### src/rtl/fsie_pkg.sv
// Constants, types and helpers for the forwarding status and irq enable bank
// Contract
// - Armed loss of alignment sets sticky lost flag
// - Lost flag needs one aligned frame first
// - Status read returns lost flag, then clears
// - Live flag follows engine alignment ability
// - Live flag reads zero when forwarding off
// - Global enable gates pending irqs onto output
// - Output port irq enable, reset zero
// - Four receive port irq enables, reset zero
// - Two-bit aligned forwarding mode select field
// - Pending bit ignores global enable, uses enables
// - Port pending clears on its status read
package fsie_pkg;

  // ----------------------------------------------------------------------
  // Register map and bus widths
  // ----------------------------------------------------------------------
  localparam int          ADDR_W       = 8;
  localparam int          DATA_W       = 8;
  localparam int          NUM_RX       = 4;
  localparam int          EVT_W        = 2;
  localparam logic [7:0]  OFS_FWD_CTL  = 8'h21;
  localparam logic [7:0]  OFS_FWD_STAT = 8'h22;
  localparam logic [7:0]  OFS_IRQ_CTL  = 8'h23;
  localparam logic [7:0]  OFS_IRQ_STS  = 8'h24;
  localparam logic [7:0]  OFS_EVT_STS  = 8'h28;
  localparam logic [7:0]  OFS_EVT_MASK = 8'h29;

  // ----------------------------------------------------------------------
  // Field positions and reset values
  // ----------------------------------------------------------------------
  localparam int          MODE_LSB     = 2;
  localparam int          LIVE_BIT     = 0;
  localparam int          LOST_BIT     = 2;
  localparam int          RX_EN_LSB    = 0;
  localparam int          TX_EN_BIT    = 4;
  localparam int          GLB_EN_BIT   = 7;
  localparam int          PEND_BIT     = 7;
  localparam int          EVT_LOST_BIT = 0;
  localparam int          EVT_ACQ_BIT  = 1;
  localparam logic [1:0]  MODE_RST     = 2'h0;
  localparam logic [1:0]  EVT_MASK_RST = 2'h0;

  // ----------------------------------------------------------------------
  // Types
  // ----------------------------------------------------------------------
  typedef enum logic [1:0] {
    FSIE_FWD_OFF      = 2'b00,
    FSIE_FWD_BASIC    = 2'b01,
    FSIE_FWD_LINE_IL  = 2'b10,
    FSIE_FWD_LINE_CAT = 2'b11
  } fsie_fwd_mode_e;

  typedef enum logic [1:0] {
    MON_OFF   = 2'b00,
    MON_WAIT  = 2'b01,
    MON_ARMED = 2'b10
  } fsie_mon_st_e;

  typedef struct packed {
    logic live;
    logic frame_done;
    logic loss;
  } fsie_fwd_evt_s;

  typedef struct packed {
    fsie_mon_st_e st;
    logic         live;
    logic         lost;
  } fsie_mon_state_s;

  typedef struct packed {
    fsie_fwd_mode_e    mode;
    logic              glb_en;
    logic              tx_en;
    logic [NUM_RX-1:0] rx_en;
    logic [NUM_RX-1:0] rx_pend;
    logic              tx_pend;
    logic [EVT_W-1:0]  evt_sts;
    logic [EVT_W-1:0]  evt_mask;
    logic              live_q;
    logic              lost_q;
    logic [DATA_W-1:0] rd_data;
    logic              irq;
  } fsie_top_state_s;

  // ----------------------------------------------------------------------
  // Helpers
  // ----------------------------------------------------------------------
  function automatic logic fwd_enabled(input fsie_fwd_mode_e m);
    return m != FSIE_FWD_OFF;
  endfunction

  function automatic logic hit(input logic [7:0] a, input logic [7:0] o);
    return a == o;
  endfunction

endpackage

### src/rtl/fsie_align_monitor.sv
// Tracks aligned forwarding: live flag, arming and sticky lost flag
module fsie_align_monitor (
  input  wire logic                    clk_sys_in, // System clock
  input  wire logic                    rst_in,     // Sync reset, high
  input  wire logic                    ce_in,      // Clock enable
  input  wire fsie_pkg::fsie_fwd_mode_e mode_in,   // Forwarding mode
  input  wire fsie_pkg::fsie_fwd_evt_s evt_in,     // Engine events
  input  wire logic                    clear_in,   // Read of status
  output logic                         live_out,   // Aligned now
  output logic                         lost_out    // Sticky lost flag
);

  fsie_pkg::fsie_mon_state_s cur_reg;
  fsie_pkg::fsie_mon_state_s cur_next;
  logic                      en;
  logic                      set_lost;

  // ----------------------------------------------------------------------
  // Next state
  // ----------------------------------------------------------------------
  always_comb begin
    cur_next = cur_reg;
    en       = fsie_pkg::fwd_enabled(mode_in);
    set_lost = en && (cur_reg.st == fsie_pkg::MON_ARMED)
               && evt_in.loss;
    case (cur_reg.st)
      fsie_pkg::MON_OFF: begin
        if (en) begin
          cur_next.st = fsie_pkg::MON_WAIT;
        end
      end
      fsie_pkg::MON_WAIT: begin
        if (!en) begin
          cur_next.st = fsie_pkg::MON_OFF;
        end else if (evt_in.frame_done) begin
          cur_next.st = fsie_pkg::MON_ARMED;
        end
      end
      fsie_pkg::MON_ARMED: begin
        if (!en) begin
          cur_next.st = fsie_pkg::MON_OFF;
        end
      end
      default: begin
        cur_next.st = fsie_pkg::MON_OFF;
      end
    endcase
    // A loss in the cycle of the read survives to the next read
    cur_next.lost = (cur_reg.lost & ~clear_in) | set_lost;
    cur_next.live = en & evt_in.live;
    if (!ce_in) begin
      cur_next = cur_reg;
    end
  end

  always_ff @(posedge clk_sys_in) begin
    if (rst_in) begin
      cur_reg <= '{st: fsie_pkg::MON_OFF, live: 1'b0, lost: 1'b0};
    end else begin
      cur_reg <= cur_next;
    end
  end

  assign live_out = cur_reg.live;
  assign lost_out = cur_reg.lost;

  property p_lost_set;
    @(posedge clk_sys_in) disable iff (rst_in)
    ce_in && set_lost |=> lost_out;
  endproperty
  a_lost_set: assert property (p_lost_set)
    else $error("lost flag not set on armed loss");

  property p_lost_armed;
    @(posedge clk_sys_in) disable iff (rst_in)
    $rose(lost_out) |-> $past(cur_reg.st) == fsie_pkg::MON_ARMED;
  endproperty
  a_lost_armed: assert property (p_lost_armed)
    else $error("lost flag set before a frame was sent");

  property p_live_off;
    @(posedge clk_sys_in) disable iff (rst_in)
    ce_in && mode_in == fsie_pkg::FSIE_FWD_OFF |=> !live_out;
  endproperty
  a_live_off: assert property (p_live_off)
    else $error("live flag high while forwarding off");

endmodule

### src/rtl/fsie_forward_status_irq_enable.sv
// Forwarding status and interrupt enable register bank with irq output
//
// Added by the designer: the strobed register port.
module fsie_forward_status_irq_enable (
  input  wire logic                          clk_sys_in,      // Clock
  input  wire logic                          rst_in,          // Sync reset
  input  wire logic                          ce_in,           // Clock enable
  input  wire logic [fsie_pkg::ADDR_W-1:0]   addr_in,         // Reg address
  input  wire logic [fsie_pkg::DATA_W-1:0]   wr_data_in,      // Write data
  input  wire logic                          wr_en_in,        // Write strobe
  input  wire logic                          rd_en_in,        // Read strobe
  input  wire logic                          sync_live_in,    // Engine aligned
  input  wire logic                          frame_sent_in,   // Frame sent
  input  wire logic                          sync_loss_in,    // Loss seen
  input  wire logic [fsie_pkg::NUM_RX-1:0]   rx_irq_event_in, // Port events
  input  wire logic [fsie_pkg::NUM_RX-1:0]   rx_sts_read_in,  // Port sts read
  input  wire logic                          tx_irq_event_in, // Output event
  input  wire logic                          tx_sts_read_in,  // Output sts rd
  output logic [fsie_pkg::DATA_W-1:0]        rd_data_out,     // Read data
  output logic                               irq_out,         // Interrupt
  output logic [1:0]                         fwd_mode_out     // Mode to engine
);

  // ----------------------------------------------------------------------
  // State and wires
  // ----------------------------------------------------------------------
  localparam int EVT_ALL = fsie_pkg::NUM_RX + 1;

  fsie_pkg::fsie_top_state_s st_reg;
  fsie_pkg::fsie_top_state_s st_next;
  fsie_pkg::fsie_fwd_evt_s   fwd_evt;
  logic                      live_raw;
  logic                      lost_flag;
  logic                      live_eff;
  logic                      sts_clear;
  logic                      int_pend;
  logic                      evt_hit;
  logic [EVT_ALL-1:0]        src_sts;
  logic [EVT_ALL-1:0]        src_en;
  logic [fsie_pkg::EVT_W-1:0] evt_set;
  logic [fsie_pkg::DATA_W-1:0] rd_mux;

  // ----------------------------------------------------------------------
  // Alignment monitor
  // ----------------------------------------------------------------------
  assign fwd_evt.live       = sync_live_in;
  assign fwd_evt.frame_done = frame_sent_in;
  assign fwd_evt.loss       = sync_loss_in;

  // The read strobe itself clears; the flag seen by that read is the old one
  assign sts_clear = ce_in && rd_en_in
                     && fsie_pkg::hit(addr_in, fsie_pkg::OFS_FWD_STAT);

  fsie_align_monitor u_mon (
    .clk_sys_in (clk_sys_in),
    .rst_in     (rst_in),
    .ce_in      (ce_in),
    .mode_in    (st_reg.mode),
    .evt_in     (fwd_evt),
    .clear_in   (sts_clear),
    .live_out   (live_raw),
    .lost_out   (lost_flag)
  );

  // Masked by the current mode so a fresh disable reads zero at once
  assign live_eff = live_raw & fsie_pkg::fwd_enabled(st_reg.mode);

  // ----------------------------------------------------------------------
  // Pending and irq terms
  // ----------------------------------------------------------------------
  assign src_sts  = {st_reg.tx_pend, st_reg.rx_pend};
  assign src_en   = {st_reg.tx_en, st_reg.rx_en};
  assign int_pend = |(src_sts & src_en);
  assign evt_hit  = |(st_reg.evt_sts & st_reg.evt_mask);

  assign evt_set[fsie_pkg::EVT_LOST_BIT] = lost_flag & ~st_reg.lost_q;
  assign evt_set[fsie_pkg::EVT_ACQ_BIT]  = live_eff & ~st_reg.live_q;

  // ----------------------------------------------------------------------
  // Read decode
  // ----------------------------------------------------------------------
  always_comb begin
    rd_mux = '0;
    case (addr_in)
      fsie_pkg::OFS_FWD_CTL: begin
        rd_mux[fsie_pkg::MODE_LSB +: 2] = st_reg.mode;
      end
      fsie_pkg::OFS_FWD_STAT: begin
        rd_mux[fsie_pkg::LIVE_BIT] = live_eff;
        rd_mux[fsie_pkg::LOST_BIT] = lost_flag;
      end
      fsie_pkg::OFS_IRQ_CTL: begin
        rd_mux[fsie_pkg::GLB_EN_BIT] = st_reg.glb_en;
        rd_mux[fsie_pkg::TX_EN_BIT]  = st_reg.tx_en;
        rd_mux[fsie_pkg::RX_EN_LSB +: fsie_pkg::NUM_RX] = st_reg.rx_en;
      end
      fsie_pkg::OFS_IRQ_STS: begin
        rd_mux[fsie_pkg::PEND_BIT]  = int_pend;
        rd_mux[fsie_pkg::TX_EN_BIT] = st_reg.tx_pend;
        rd_mux[fsie_pkg::RX_EN_LSB +: fsie_pkg::NUM_RX] = st_reg.rx_pend;
      end
      fsie_pkg::OFS_EVT_STS: begin
        rd_mux[fsie_pkg::EVT_W-1:0] = st_reg.evt_sts;
      end
      fsie_pkg::OFS_EVT_MASK: begin
        rd_mux[fsie_pkg::EVT_W-1:0] = st_reg.evt_mask;
      end
      default: begin
        rd_mux = '0;
      end
    endcase
  end

  // ----------------------------------------------------------------------
  // Next state
  // ----------------------------------------------------------------------
  always_comb begin
    st_next = st_reg;
    // Read data stands only in the cycle after the strobe
    st_next.rd_data = rd_en_in ? rd_mux : '0;
    if (wr_en_in) begin
      case (addr_in)
        fsie_pkg::OFS_FWD_CTL: begin
          st_next.mode = fsie_pkg::fsie_fwd_mode_e'(
            wr_data_in[fsie_pkg::MODE_LSB +: 2]);
        end
        fsie_pkg::OFS_IRQ_CTL: begin
          // Bits 6:5 are not stored, so they always read zero
          st_next.glb_en = wr_data_in[fsie_pkg::GLB_EN_BIT];
          st_next.tx_en  = wr_data_in[fsie_pkg::TX_EN_BIT];
          st_next.rx_en  =
            wr_data_in[fsie_pkg::RX_EN_LSB +: fsie_pkg::NUM_RX];
        end
        fsie_pkg::OFS_EVT_MASK: begin
          st_next.evt_mask = wr_data_in[fsie_pkg::EVT_W-1:0];
        end
        default: begin
          st_next.mode = st_reg.mode;
        end
      endcase
    end
    // Set wins over the clear in the same cycle
    st_next.rx_pend = (st_reg.rx_pend & ~rx_sts_read_in)
                      | rx_irq_event_in;
    st_next.tx_pend = (st_reg.tx_pend & ~tx_sts_read_in) | tx_irq_event_in;
    if (wr_en_in && fsie_pkg::hit(addr_in, fsie_pkg::OFS_EVT_STS)) begin
      st_next.evt_sts = (st_reg.evt_sts & ~wr_data_in[fsie_pkg::EVT_W-1:0])
                        | evt_set;
    end else begin
      st_next.evt_sts = st_reg.evt_sts | evt_set;
    end
    st_next.live_q = live_eff;
    st_next.lost_q = lost_flag;
    st_next.irq    = (st_reg.glb_en & int_pend) | evt_hit;
    if (!ce_in) begin
      st_next = st_reg;
    end
  end

  always_ff @(posedge clk_sys_in) begin
    if (rst_in) begin
      st_reg <= '{
        mode:     fsie_pkg::FSIE_FWD_OFF,
        glb_en:   1'b0,
        tx_en:    1'b0,
        rx_en:    '0,
        rx_pend:  '0,
        tx_pend:  1'b0,
        evt_sts:  '0,
        evt_mask: fsie_pkg::EVT_MASK_RST,
        live_q:   1'b0,
        lost_q:   1'b0,
        rd_data:  '0,
        irq:      1'b0
      };
    end else begin
      st_reg <= st_next;
    end
  end

  assign rd_data_out  = st_reg.rd_data;
  assign irq_out      = st_reg.irq;
  assign fwd_mode_out = st_reg.mode;

  // ----------------------------------------------------------------------
  // Checks
  // ----------------------------------------------------------------------
  property p_rd_lost;
    @(posedge clk_sys_in) disable iff (rst_in)
    sts_clear |=> rd_data_out[fsie_pkg::LOST_BIT] == $past(lost_flag);
  endproperty
  a_rd_lost: assert property (p_rd_lost)
    else $error("status read lost the failure flag");

  property p_clear_on_read;
    @(posedge clk_sys_in) disable iff (rst_in)
    sts_clear && !sync_loss_in |=> !lost_flag;
  endproperty
  a_clear_on_read: assert property (p_clear_on_read)
    else $error("failure flag not cleared by read");

  property p_live_follow;
    @(posedge clk_sys_in) disable iff (rst_in)
    ce_in && sync_live_in && st_reg.mode != fsie_pkg::FSIE_FWD_OFF
      ##1 ce_in && rd_en_in && addr_in == fsie_pkg::OFS_FWD_STAT
      && st_reg.mode != fsie_pkg::FSIE_FWD_OFF
      |=> rd_data_out[fsie_pkg::LIVE_BIT];
  endproperty
  a_live_follow: assert property (p_live_follow)
    else $error("live flag not reported while aligned");

  property p_irq_gate;
    @(posedge clk_sys_in) disable iff (rst_in)
    ce_in && !st_reg.glb_en && !evt_hit |=> !irq_out;
  endproperty
  a_irq_gate: assert property (p_irq_gate)
    else $error("irq raised with global enable low");

  property p_ie_write;
    @(posedge clk_sys_in) disable iff (rst_in)
    ce_in && wr_en_in && addr_in == fsie_pkg::OFS_IRQ_CTL
      |=> st_reg.tx_en == $past(wr_data_in[fsie_pkg::TX_EN_BIT])
      && st_reg.rx_en == $past(wr_data_in[3:0]);
  endproperty
  a_ie_write: assert property (p_ie_write)
    else $error("irq enable write not stored");

  property p_mode_write;
    @(posedge clk_sys_in) disable iff (rst_in)
    ce_in && wr_en_in && addr_in == fsie_pkg::OFS_FWD_CTL
      |=> fwd_mode_out == $past(wr_data_in[3:2]);
  endproperty
  a_mode_write: assert property (p_mode_write)
    else $error("mode field not stored");

  property p_pend_bit;
    @(posedge clk_sys_in) disable iff (rst_in)
    ce_in && rd_en_in && addr_in == fsie_pkg::OFS_IRQ_STS
      |=> rd_data_out[fsie_pkg::PEND_BIT]
          == $past(|({st_reg.tx_pend, st_reg.rx_pend}
                     & {st_reg.tx_en, st_reg.rx_en}));
  endproperty
  a_pend_bit: assert property (p_pend_bit)
    else $error("pending bit wrong");

  property p_rx_clear;
    @(posedge clk_sys_in) disable iff (rst_in)
    ce_in && rx_sts_read_in[0] && !rx_irq_event_in[0]
      |=> !st_reg.rx_pend[0];
  endproperty
  a_rx_clear: assert property (p_rx_clear)
    else $error("port pending not cleared by status read");

  property p_reserved;
    @(posedge clk_sys_in) disable iff (rst_in)
    ce_in && rd_en_in && addr_in == fsie_pkg::OFS_IRQ_CTL
      |=> rd_data_out[6:5] == 2'h0;
  endproperty
  a_reserved: assert property (p_reserved)
    else $error("reserved enable bits not zero");

  property p_rd_only_after;
    @(posedge clk_sys_in) disable iff (rst_in)
    ce_in && !rd_en_in |=> rd_data_out == '0;
  endproperty
  a_rd_only_after: assert property (p_rd_only_after)
    else $error("read data outside the answer cycle");

  property p_irq_on;
    @(posedge clk_sys_in) disable iff (rst_in)
    ce_in && st_reg.glb_en && int_pend |=> irq_out;
  endproperty
  a_irq_on: assert property (p_irq_on)
    else $error("irq not raised for enabled pending source");

  property p_irq_quiet;
    @(posedge clk_sys_in) disable iff (rst_in)
    ce_in && !int_pend && !evt_hit |=> !irq_out;
  endproperty
  a_irq_quiet: assert property (p_irq_quiet)
    else $error("irq raised with nothing pending");

  property p_ie_hold;
    @(posedge clk_sys_in) disable iff (rst_in)
    !(ce_in && wr_en_in && addr_in == fsie_pkg::OFS_IRQ_CTL)
      |=> $stable(st_reg.rx_en) && $stable(st_reg.tx_en)
      && $stable(st_reg.glb_en);
  endproperty
  a_ie_hold: assert property (p_ie_hold)
    else $error("irq enables changed without a write");

  property p_mode_hold;
    @(posedge clk_sys_in) disable iff (rst_in)
    !(ce_in && wr_en_in && addr_in == fsie_pkg::OFS_FWD_CTL)
      |=> $stable(fwd_mode_out);
  endproperty
  a_mode_hold: assert property (p_mode_hold)
    else $error("mode changed without a write");

  property p_live_rd;
    @(posedge clk_sys_in) disable iff (rst_in)
    sts_clear |=> rd_data_out[fsie_pkg::LIVE_BIT] == $past(live_eff);
  endproperty
  a_live_rd: assert property (p_live_rd)
    else $error("status read lost the live flag");

  property p_live_off_rd;
    @(posedge clk_sys_in) disable iff (rst_in)
    sts_clear && st_reg.mode == fsie_pkg::FSIE_FWD_OFF
      |=> !rd_data_out[fsie_pkg::LIVE_BIT];
  endproperty
  a_live_off_rd: assert property (p_live_off_rd)
    else $error("live flag read high while forwarding off");

  property p_sts_reserved;
    @(posedge clk_sys_in) disable iff (rst_in)
    sts_clear |=> rd_data_out[7:3] == 5'h00 && !rd_data_out[1];
  endproperty
  a_sts_reserved: assert property (p_sts_reserved)
    else $error("reserved status bits not zero");

  property p_ctl_reserved;
    @(posedge clk_sys_in) disable iff (rst_in)
    ce_in && rd_en_in && addr_in == fsie_pkg::OFS_FWD_CTL
      |=> rd_data_out[7:4] == 4'h0 && rd_data_out[1:0] == 2'h0;
  endproperty
  a_ctl_reserved: assert property (p_ctl_reserved)
    else $error("reserved mode register bits not zero");

  property p_rx_set;
    @(posedge clk_sys_in) disable iff (rst_in)
    ce_in && rx_irq_event_in[1] |=> st_reg.rx_pend[1];
  endproperty
  a_rx_set: assert property (p_rx_set)
    else $error("port event lost against its status read");

  property p_tx_set;
    @(posedge clk_sys_in) disable iff (rst_in)
    ce_in && tx_irq_event_in |=> st_reg.tx_pend;
  endproperty
  a_tx_set: assert property (p_tx_set)
    else $error("output event not recorded");

  property p_tx_clear;
    @(posedge clk_sys_in) disable iff (rst_in)
    ce_in && tx_sts_read_in && !tx_irq_event_in |=> !st_reg.tx_pend;
  endproperty
  a_tx_clear: assert property (p_tx_clear)
    else $error("output pending not cleared by status read");

endmodule

### config.mk
export PLATFORM = sky130hd
export DESIGN_NAME = fsie_forward_status_irq_enable
export DESIGN_NICKNAME = d
export VERILOG_FILES = /design/src/rtl/fsie_pkg.sv /design/src/rtl/fsie_align_monitor.sv /design/src/rtl/fsie_forward_status_irq_enable.sv
export SDC_FILE = /design/constraint.sdc
export NUM_CORES = 1
export LEC_CHECK = 0
export ABC_AREA = 1
export BUFFER_PORTS_ARGS = -buffer_cell sky130_fd_sc_hd__buf_4
export CORE_MARGIN = 5
export CORE_UTILIZATION = 46
export CTS_BUF_LIST = sky130_fd_sc_hd__clkbuf_16
export CTS_CLUSTER_DIAMETER = 40
export DETAILED_ROUTE_END_ITERATION = 12
export PLACE_DENSITY = 0.75
export SYNTH_ARGS = -nofsm -noshare
export SYNTH_HDL_FRONTEND = slang
export SYNTH_SLANG_ARGS = --single-unit
### constraint.sdc
create_clock -name clk_sys_in -period 1.3 [get_ports clk_sys_in]
set_input_delay 0.39 -clock clk_sys_in [delete_from_list [all_inputs] [get_ports clk_sys_in]]
set_output_delay 0.39 -clock clk_sys_in [all_outputs]
set_load 0.03 [all_outputs]
==> impl_metrics.tcl, run 1 <==
set metrics [dict create \
    cts_root_buf "clkbuf_16" \
    critPathMaxFanout 4 \
    finalCritPeriodShare_pct 94.81 \
    dp_cells 308 \
    netlist_instances 229 \
    drt_iter0_markers 78 \
    power_density_nw_per_um2 1096 \
    ir_drop_mv 0.7875 \
    p_total_mw 2.180 \
    drc 0 \
    antenna_cells 0 \
    clk_latency_ps 270 \
    postRouteAntennaNets 0 \
    via_count 1525 \
    finalNonFillerCells 314 \
    worst_setup_path_start_kind "register" \
    hold_end "rd_data_out[3]" \
    p_int_mw 1.708 \
    r2r_slack_ps 130 \
    switching_share_pct 21.68 \
    holdWs_ps 372.1 \
    cts_buffers 5 \
    n_fill_cell 358 \
    die_y_um 68.31 \
    first_global_vias 1392 \
    worstPathCellList "buf_4" \
    place.gp.congestion 0.8747 \
    cts.sinks 30 \
    dpl.hpwl_um 2830 \
    min-delay-start "rst_in" \
    grt_max_degree 13 \
    syn_avg_cell_area_um2 6.830 \
    viasPerCell 4.857 \
    grt_antenna_before_repair 0 \
    p_comb_share_pct 9.3 \
    clockPowerShare_pct 47.3 \
    slowest_stage "dfxtp_1" \
    cp_top_family "flip-flops" \
    drt_wl_total_um 3604 \
    grt.overflow.total 0 \
    p_sw_uw 472.6 \
    setup_viol 0 \
    arrival_ps 840 \
    layout_common_cells "nand2_1 (70), buf_4 (48), a21oi_1 (30), dfxtp_1 (30), inv_1 (20)" \
    yosysTopAreaCellShare_pct 38.40 \
    min_path_cells 2 \
    dp_slack_ps -167.3 \
    fin_nets 303 \
    floorplan.initialDensity_pct 47.24 \
    drv_cap 0 \
    die-area_um2 4666 \
    timing.final.hold_violations 0 \
    areaGrowthSynthToFinish_pct 27.20 \
    power.leakage_nw 0.8811 \
    clk_path_buf_depth 2 \
    post_drt_wl_per_cell_um 11.48 \
    numPortBuffers 40 \
    critPathBufInv 1 \
    ys_ff_latch 30 \
    track_usage_pct 17.12 \
    final_cell_area_um2 1989 \
    mostFrequentLayoutCell "nand2_1" \
    htreeDepth 2 \
    rows 21 \
    slew_violations 0 \
    fin_ws_ps 67.50 \
    yosys.area.top_type "dfxtp_1" \
    ios 45 \
    period_minus_slack_ps 1232 \
    path_class "reg -> out" \
    post_cts_buffers 0 \
    clk_pin_slew_ps 50 \
    critPathMaxStageDelay_ps 380 \
    ys_warn_count 0 \
    die_w_um 68.31 \
    reg2reg_from "fwd_mode_out[0]" \
    drive_above_1_share_pct 26.87 \
    cts_tree "yes" \
    reg2reg_to "st_reg[14]" \
    max_freq_mhz 811.4 \
    worstRegToRegCells 5 \
    largest_reg_flops 7 \
    required_ps 910 \
    rsz0062_at_grt "no" \
    drtPass1Iterations 4 \
    synth_area_leaders "dfxtp_1 (38%), nand2_1 (17%), a21oi_1 (9.6%)" \
    coreArea_um2 3311 \
    grt_pass1_wl_um 5844 \
    endpoint_kind "primary output" \
    ys_seq_area_share_pct 38.40 \
    finClkSkew_ps 1.952 \
    hold_class "in -> reg" \
    synth_cell_type_count 26 \
    synth_area_um2 1564 \
    p_seq_share_pct 43.4 \
    outcome "finished clean" \
    dpl_cell_area_um2 1858 \
]
[power groups by stage]
stage / Clock, mW / Sequential (mW) / Combinational [mW]
final: 1.03 / 0.946 / 0.204
after global routing: 1.10 / 0.946 / 0.225
after CTS: 1.06 / 0.945 / 0.205
after detailed placement: 0 / 0.963 / 0.204
after global placement: 0 / 0.963 / 0.201
after floorplan: 0 / 0.962 / 0.105
[cell families (layout without fill, tap and decap cells)]
group	after synthesis	count (layout)	synth area share (%)
AOI/OAI and AO/OA	48	48	16.48
buffers and inverters	41	79	14.16
DFF	30	30	38.40
other	1	2	0.2398
and+or+nand+nor	109	109	30.72
[metal layers]
layer | vias up | wire, um | global-route usage (%) | part of all wire (%)
met1 | 668 | 1555 | 20.44 | 43
met5 | - | 0 | 0 | 0
met3 | 9 | 295 | 4.269 | 8.2
li1 | 798 | - | - | -
met2 | 50 | 1664 | 27.32 | 46
met4 | 0 | 88 | 10.67 | 2.4
[Yosys cell counts]
| cell type | n |
|---|---|
| o21ai_0 | 9 |
| a21oi_1 | 30 |
| nor2_1 | 9 |
| a211oi_1 | 1 |
| nor2_8 | 1 |
| inv_1 | 20 |
| or2_2 | 2 |
| buf_6 | 1 |
| nand2_2 | 4 |
| conb_1 | 1 |
| a21oi_2 | 3 |
| nand4_1 | 2 |
| buf_4 | 10 |
| o21bai_1 | 1 |
| nand2_1 | 70 |
| o21ai_1 | 3 |
| clkbuf_8 | 2 |
| dfxtp_1 | 30 |
| buf_2 | 2 |
| a31oi_1 | 1 |
| nor3_1 | 1 |
| nor2_2 | 2 |
| nor2_4 | 1 |
| inv_2 | 5 |
| clkbuf_1 | 1 |
| nand3_1 | 17 |
[per-stage QoR]
stage | TNS [ps] | utilization, %
6_report | 0 | 60.09
5_1_grt | 0 | 60.09
4_1_cts | 0 | 60.02
3_5_place_dp | -1391 | 56.12
3_3_place_gp | -1072 | 56.12
2_1_floorplan | 0 | -
[worst max-delay path by stage]
stage	end	slack, ps	cells after the start	from
6_report	fwd_mode_out[1]	70	1	fwd_mode_out[1]
4_1_cts	u_mon.cur_reg[3]	60	7	fwd_mode_out[0]
5_1_grt	st_reg[12]	10	7	addr_in[1]
3_5_place_dp	src_en[2]	-170	9	addr_in[2]
2_1_floorplan	src_en[1]	80	8	addr_in[4]
3_3_place_gp	src_en[2]	-110	9	addr_in[2]
[repair_timing]
| item | 4_1_cts | 5_1_grt |
|---|---|---|
| hold buffers | 0 | 0 |
| setup endpoints to repair | 0 | 1 |
| gates resized for setup | 0 | 1 |
[area by class of cell]
| type | count | area [um^2] | share of cell area, % |
|---|---|---|---|
| Sequential cell | 30 | 600.6 | 30.19 |
| Timing Repair Buffer | 48 | 360.3 | 18.11 |
| Tap cell | 46 | 57.56 | 2.893 |
| Multi-Input combinational cell | 159 | 748.2 | 37.61 |
| Clock buffer | 5 | 125.1 | 6.289 |
| Inverter | 25 | 93.84 | 4.717 |
| Clock inverter | 1 | 3.754 | 0.1887 |
[worst register-to-register path, stage by stage (launching register included)]
cell and delay (ps):
dfxtp_1 380, nor2_2 80, nor2_1 160, nand2_1 80, or2_2 270, a21oi_1 130
Note: power is estimated with default switching activity, not from simulation.
==> inputs of run 2 (changes only) <==
- CORE_UTILIZATION: 46 -> 50
- PLACE_DENSITY: 0.75 -> 0.77
- SYNTH_HIERARCHICAL: not set -> 1
- clock period: 1.3 -> 1.16 ns (I/O delays scaled with it)
==> impl_metrics.tcl, run 2 <==
set metrics [dict create \
    yosysTopAreaCellShare_pct 36.14 \
    async_reset_ff_share_pct 0 \
    crit_cells 2 \
    cp-startpoint "fwd_mode_out[0]" \
    worstRegToRegCells 6 \
    yosys.area.top_type "dfxtp_1" \
    viasPerCell 4.929 \
    die_y_um 67.65 \
    netlist_instances 244 \
    cp_top_family "flip-flops" \
    arrival_ps 840 \
    reg2reg_to "rd_data_out[0]" \
    p_seq_share_pct 42.1 \
    endpoint_kind "primary output" \
    drc 0 \
    grt.overflow.total 0 \
    layout_common_cells "nand2_1 (78), buf_4 (51), dfxtp_1 (28), a21oi_1 (26), nand3_1 (16)" \
    cts.sinks 30 \
    min_path_cells 3 \
    holdWs_ps 335.2 \
    largest_reg_flops 7 \
    switching_share_pct 22.69 \
    drive_above_1_share_pct 34.47 \
    hold_class "in -> reg" \
    crit_path_frequent_cell "buf_6" \
    ff_latch_area_um2 603.1 \
    ir_drop_mv 0.6450 \
    grt_pass1_wl_um 6430 \
    final_util_pct 67.39 \
    synth_edf_count 0 \
    finClkSkew_ps 3.724 \
    path_class "reg -> out" \
    cts_root_buf "clkbuf_16" \
    yosys-top-cells-count "nand2_1 (78), dfxtp_1 (30), a21oi_1 (27)" \
    clk_pin_slew_ps 50 \
    coreArea_um2 3284 \
    areaGrowthSynthToFinish_pct 33.21 \
    synth_cell_type_count 29 \
    rsz0062_at_grt "yes" \
    fin_ws_ps -24.46 \
    clk_latency_ps 270 \
    power.leakage_nw 0.9700 \
    grt_max_degree 15 \
    ys_seq_area_share_pct 36.14 \
    finalCritPeriodShare_pct 102.1 \
    drt_iter0_markers 108 \
    dpl.hpwl_um 2979 \
    p_int_mw 1.944 \
    postRouteAntennaNets 0 \
    ys_ff_latch 30 \
    hold_end "src_sts[4]" \
    required_ps 810 \
    numPortBuffers 40 \
    period_minus_slack_ps 1184 \
    slew_violations 0 \
    cts_buffers 5 \
    mostFrequentLayoutCell "nand2_1" \
    reg2reg_from "fwd_mode_out[0]" \
    ios 45 \
    first_global_vias 1497 \
    clk_path_buf_depth 2 \
    floorplan.initialDensity_pct 50.59 \
    fin_nets 326 \
    die_w_um 67.65 \
    critPathMaxFanout 2 \
    multi_input_area_um2 874.6 \
    drtPass1Iterations 4 \
    drt_wl_total_um 4047 \
    synth_area_leaders "dfxtp_1 (36%), nand2_1 (18%), a21oi_1 (8.1%)" \
    setup_viol 3 \
    max_freq_mhz 844.3 \
    synth_ff_type "dfxtp_1" \
    drv_cap 0 \
    holdBufCountCts 0 \
    place.gp.congestion 0.9267 \
    p_comb_share_pct 10.0 \
    clockPowerShare_pct 47.9 \
    die-area_um2 4576 \
    worst_setup_path_start_kind "register" \
    antenna_cells 0 \
    ys_warn_count 6 \
    htreeDepth 2 \
    via_count 1671 \
    violations "negative setup slack" \
    syn_avg_cell_area_um2 6.810 \
    grt_antenna_before_repair 0 \
    power_density_nw_per_um2 1136 \
    r2r_slack_ps -20 \
    slowest_stage "dfxtp_2" \
    worstPathCellList "buf_6 > buf_6" \
    synth_most_common_cell "nand2_1" \
    n_fill_cell 294 \
    critPathMaxStageDelay_ps 330 \
    post_drt_wl_per_cell_um 11.94 \
    critPathBufInv 2 \
    p_sw_uw 570.5 \
    synth_area_um2 1662 \
    min-delay-start "tx_irq_event_in" \
    outcome "finished, violations left" \
    timing.final.hold_violations 0 \
    track_usage_pct 19.12 \
    rows 21 \
    cts_tree "yes" \
]
run 2: cell types whose count changed after synthesis, sizes merged, moves of 2 or more:
cell,change
nand2,+14
o21ai,-5
a21oi,-3
inv,-3
nand3,+3
nand4,+3
nor2,+3
buf,+2
run 2: kinds of logic after synthesis:
kind of cell    Yosys count  share of synthesized area [%]
buf+inv                  40                          13.25
compound gates           40                          13.10
simple gates            133                          37.27
other cells               1                         0.2257
flops                    30                          36.14
run 2: worst max path at each step:
stage / endpoint
2_1_floorplan: st_reg[11]
3_3_place_gp: rd_data_out[3]
3_5_place_dp: rd_data_out[3]
4_1_cts: fwd_mode_out[1]
5_1_grt: rd_data_out[0]
6_report: fwd_mode_out[0]
run 2: repair_timing:
| action | in CTS | in global routing |
|---|---|---|
| setup endpoints to repair | 2 | 14 |
| pin swaps | 0 | 4 |
| endpoints found under the hold margin | 0 | 0 |
| setup buffers | 3 | 2 |
| gates resized for setup | 6 | 15 |
run 2: layer usage:
layer / up-vias / global-route usage, % / wire length [um]
li1: 862 / - / -
met1: 745 / 23.18 / 1767
met2: 55 / 30.86 / 1957
met3: 9 / 5.990 / 245
met4: 0 / 8.354 / 76
met5: - / 0 / 0
run 2: area by class of cell:
| class | count | share of cell area [%] |
|---|---|---|
| inverter | 23 | 3.901 |
| tap | 46 | 2.600 |
| clock buffer | 5 | 5.653 |
| multi-input combinational | 175 | 39.51 |
| clock inverter | 3 | 0.7349 |
| sequential | 30 | 27.25 |
| timing repair buffer | 57 | 20.35 |
run 2: tightest hold or removal path: cells and delay by family:
family,cells,cell delay (ps)
compound gates,1,50
buf+inv,1,110
simple gates,1,50
run 2: power by group through the flow:
stage               clock network, mW  registers [mW]  logic, mW
floorplan                           0            1.08      0.115
global placement                    0            1.08      0.241
detailed placement                  0            1.08      0.243
CTS                              1.23            1.06      0.245
global route                     1.28            1.06      0.273
finish                           1.20            1.06      0.251
run 2: stage by stage:
step	power, mW	std cells	setup slack (ps)	area (um^2)	TNS (ps)
final	2.515	339	-24.46	2213	-63.64
after global routing	2.616	339	-57.97	2213	-193.6
after CTS	2.530	337	-22.44	2161	-59.85
after floorplan	1.194	245	-11.18	1665	-22.37
after global placement	1.319	326	-189.9	1979	-2637
after detailed placement	1.322	326	-209.7	1979	-2942
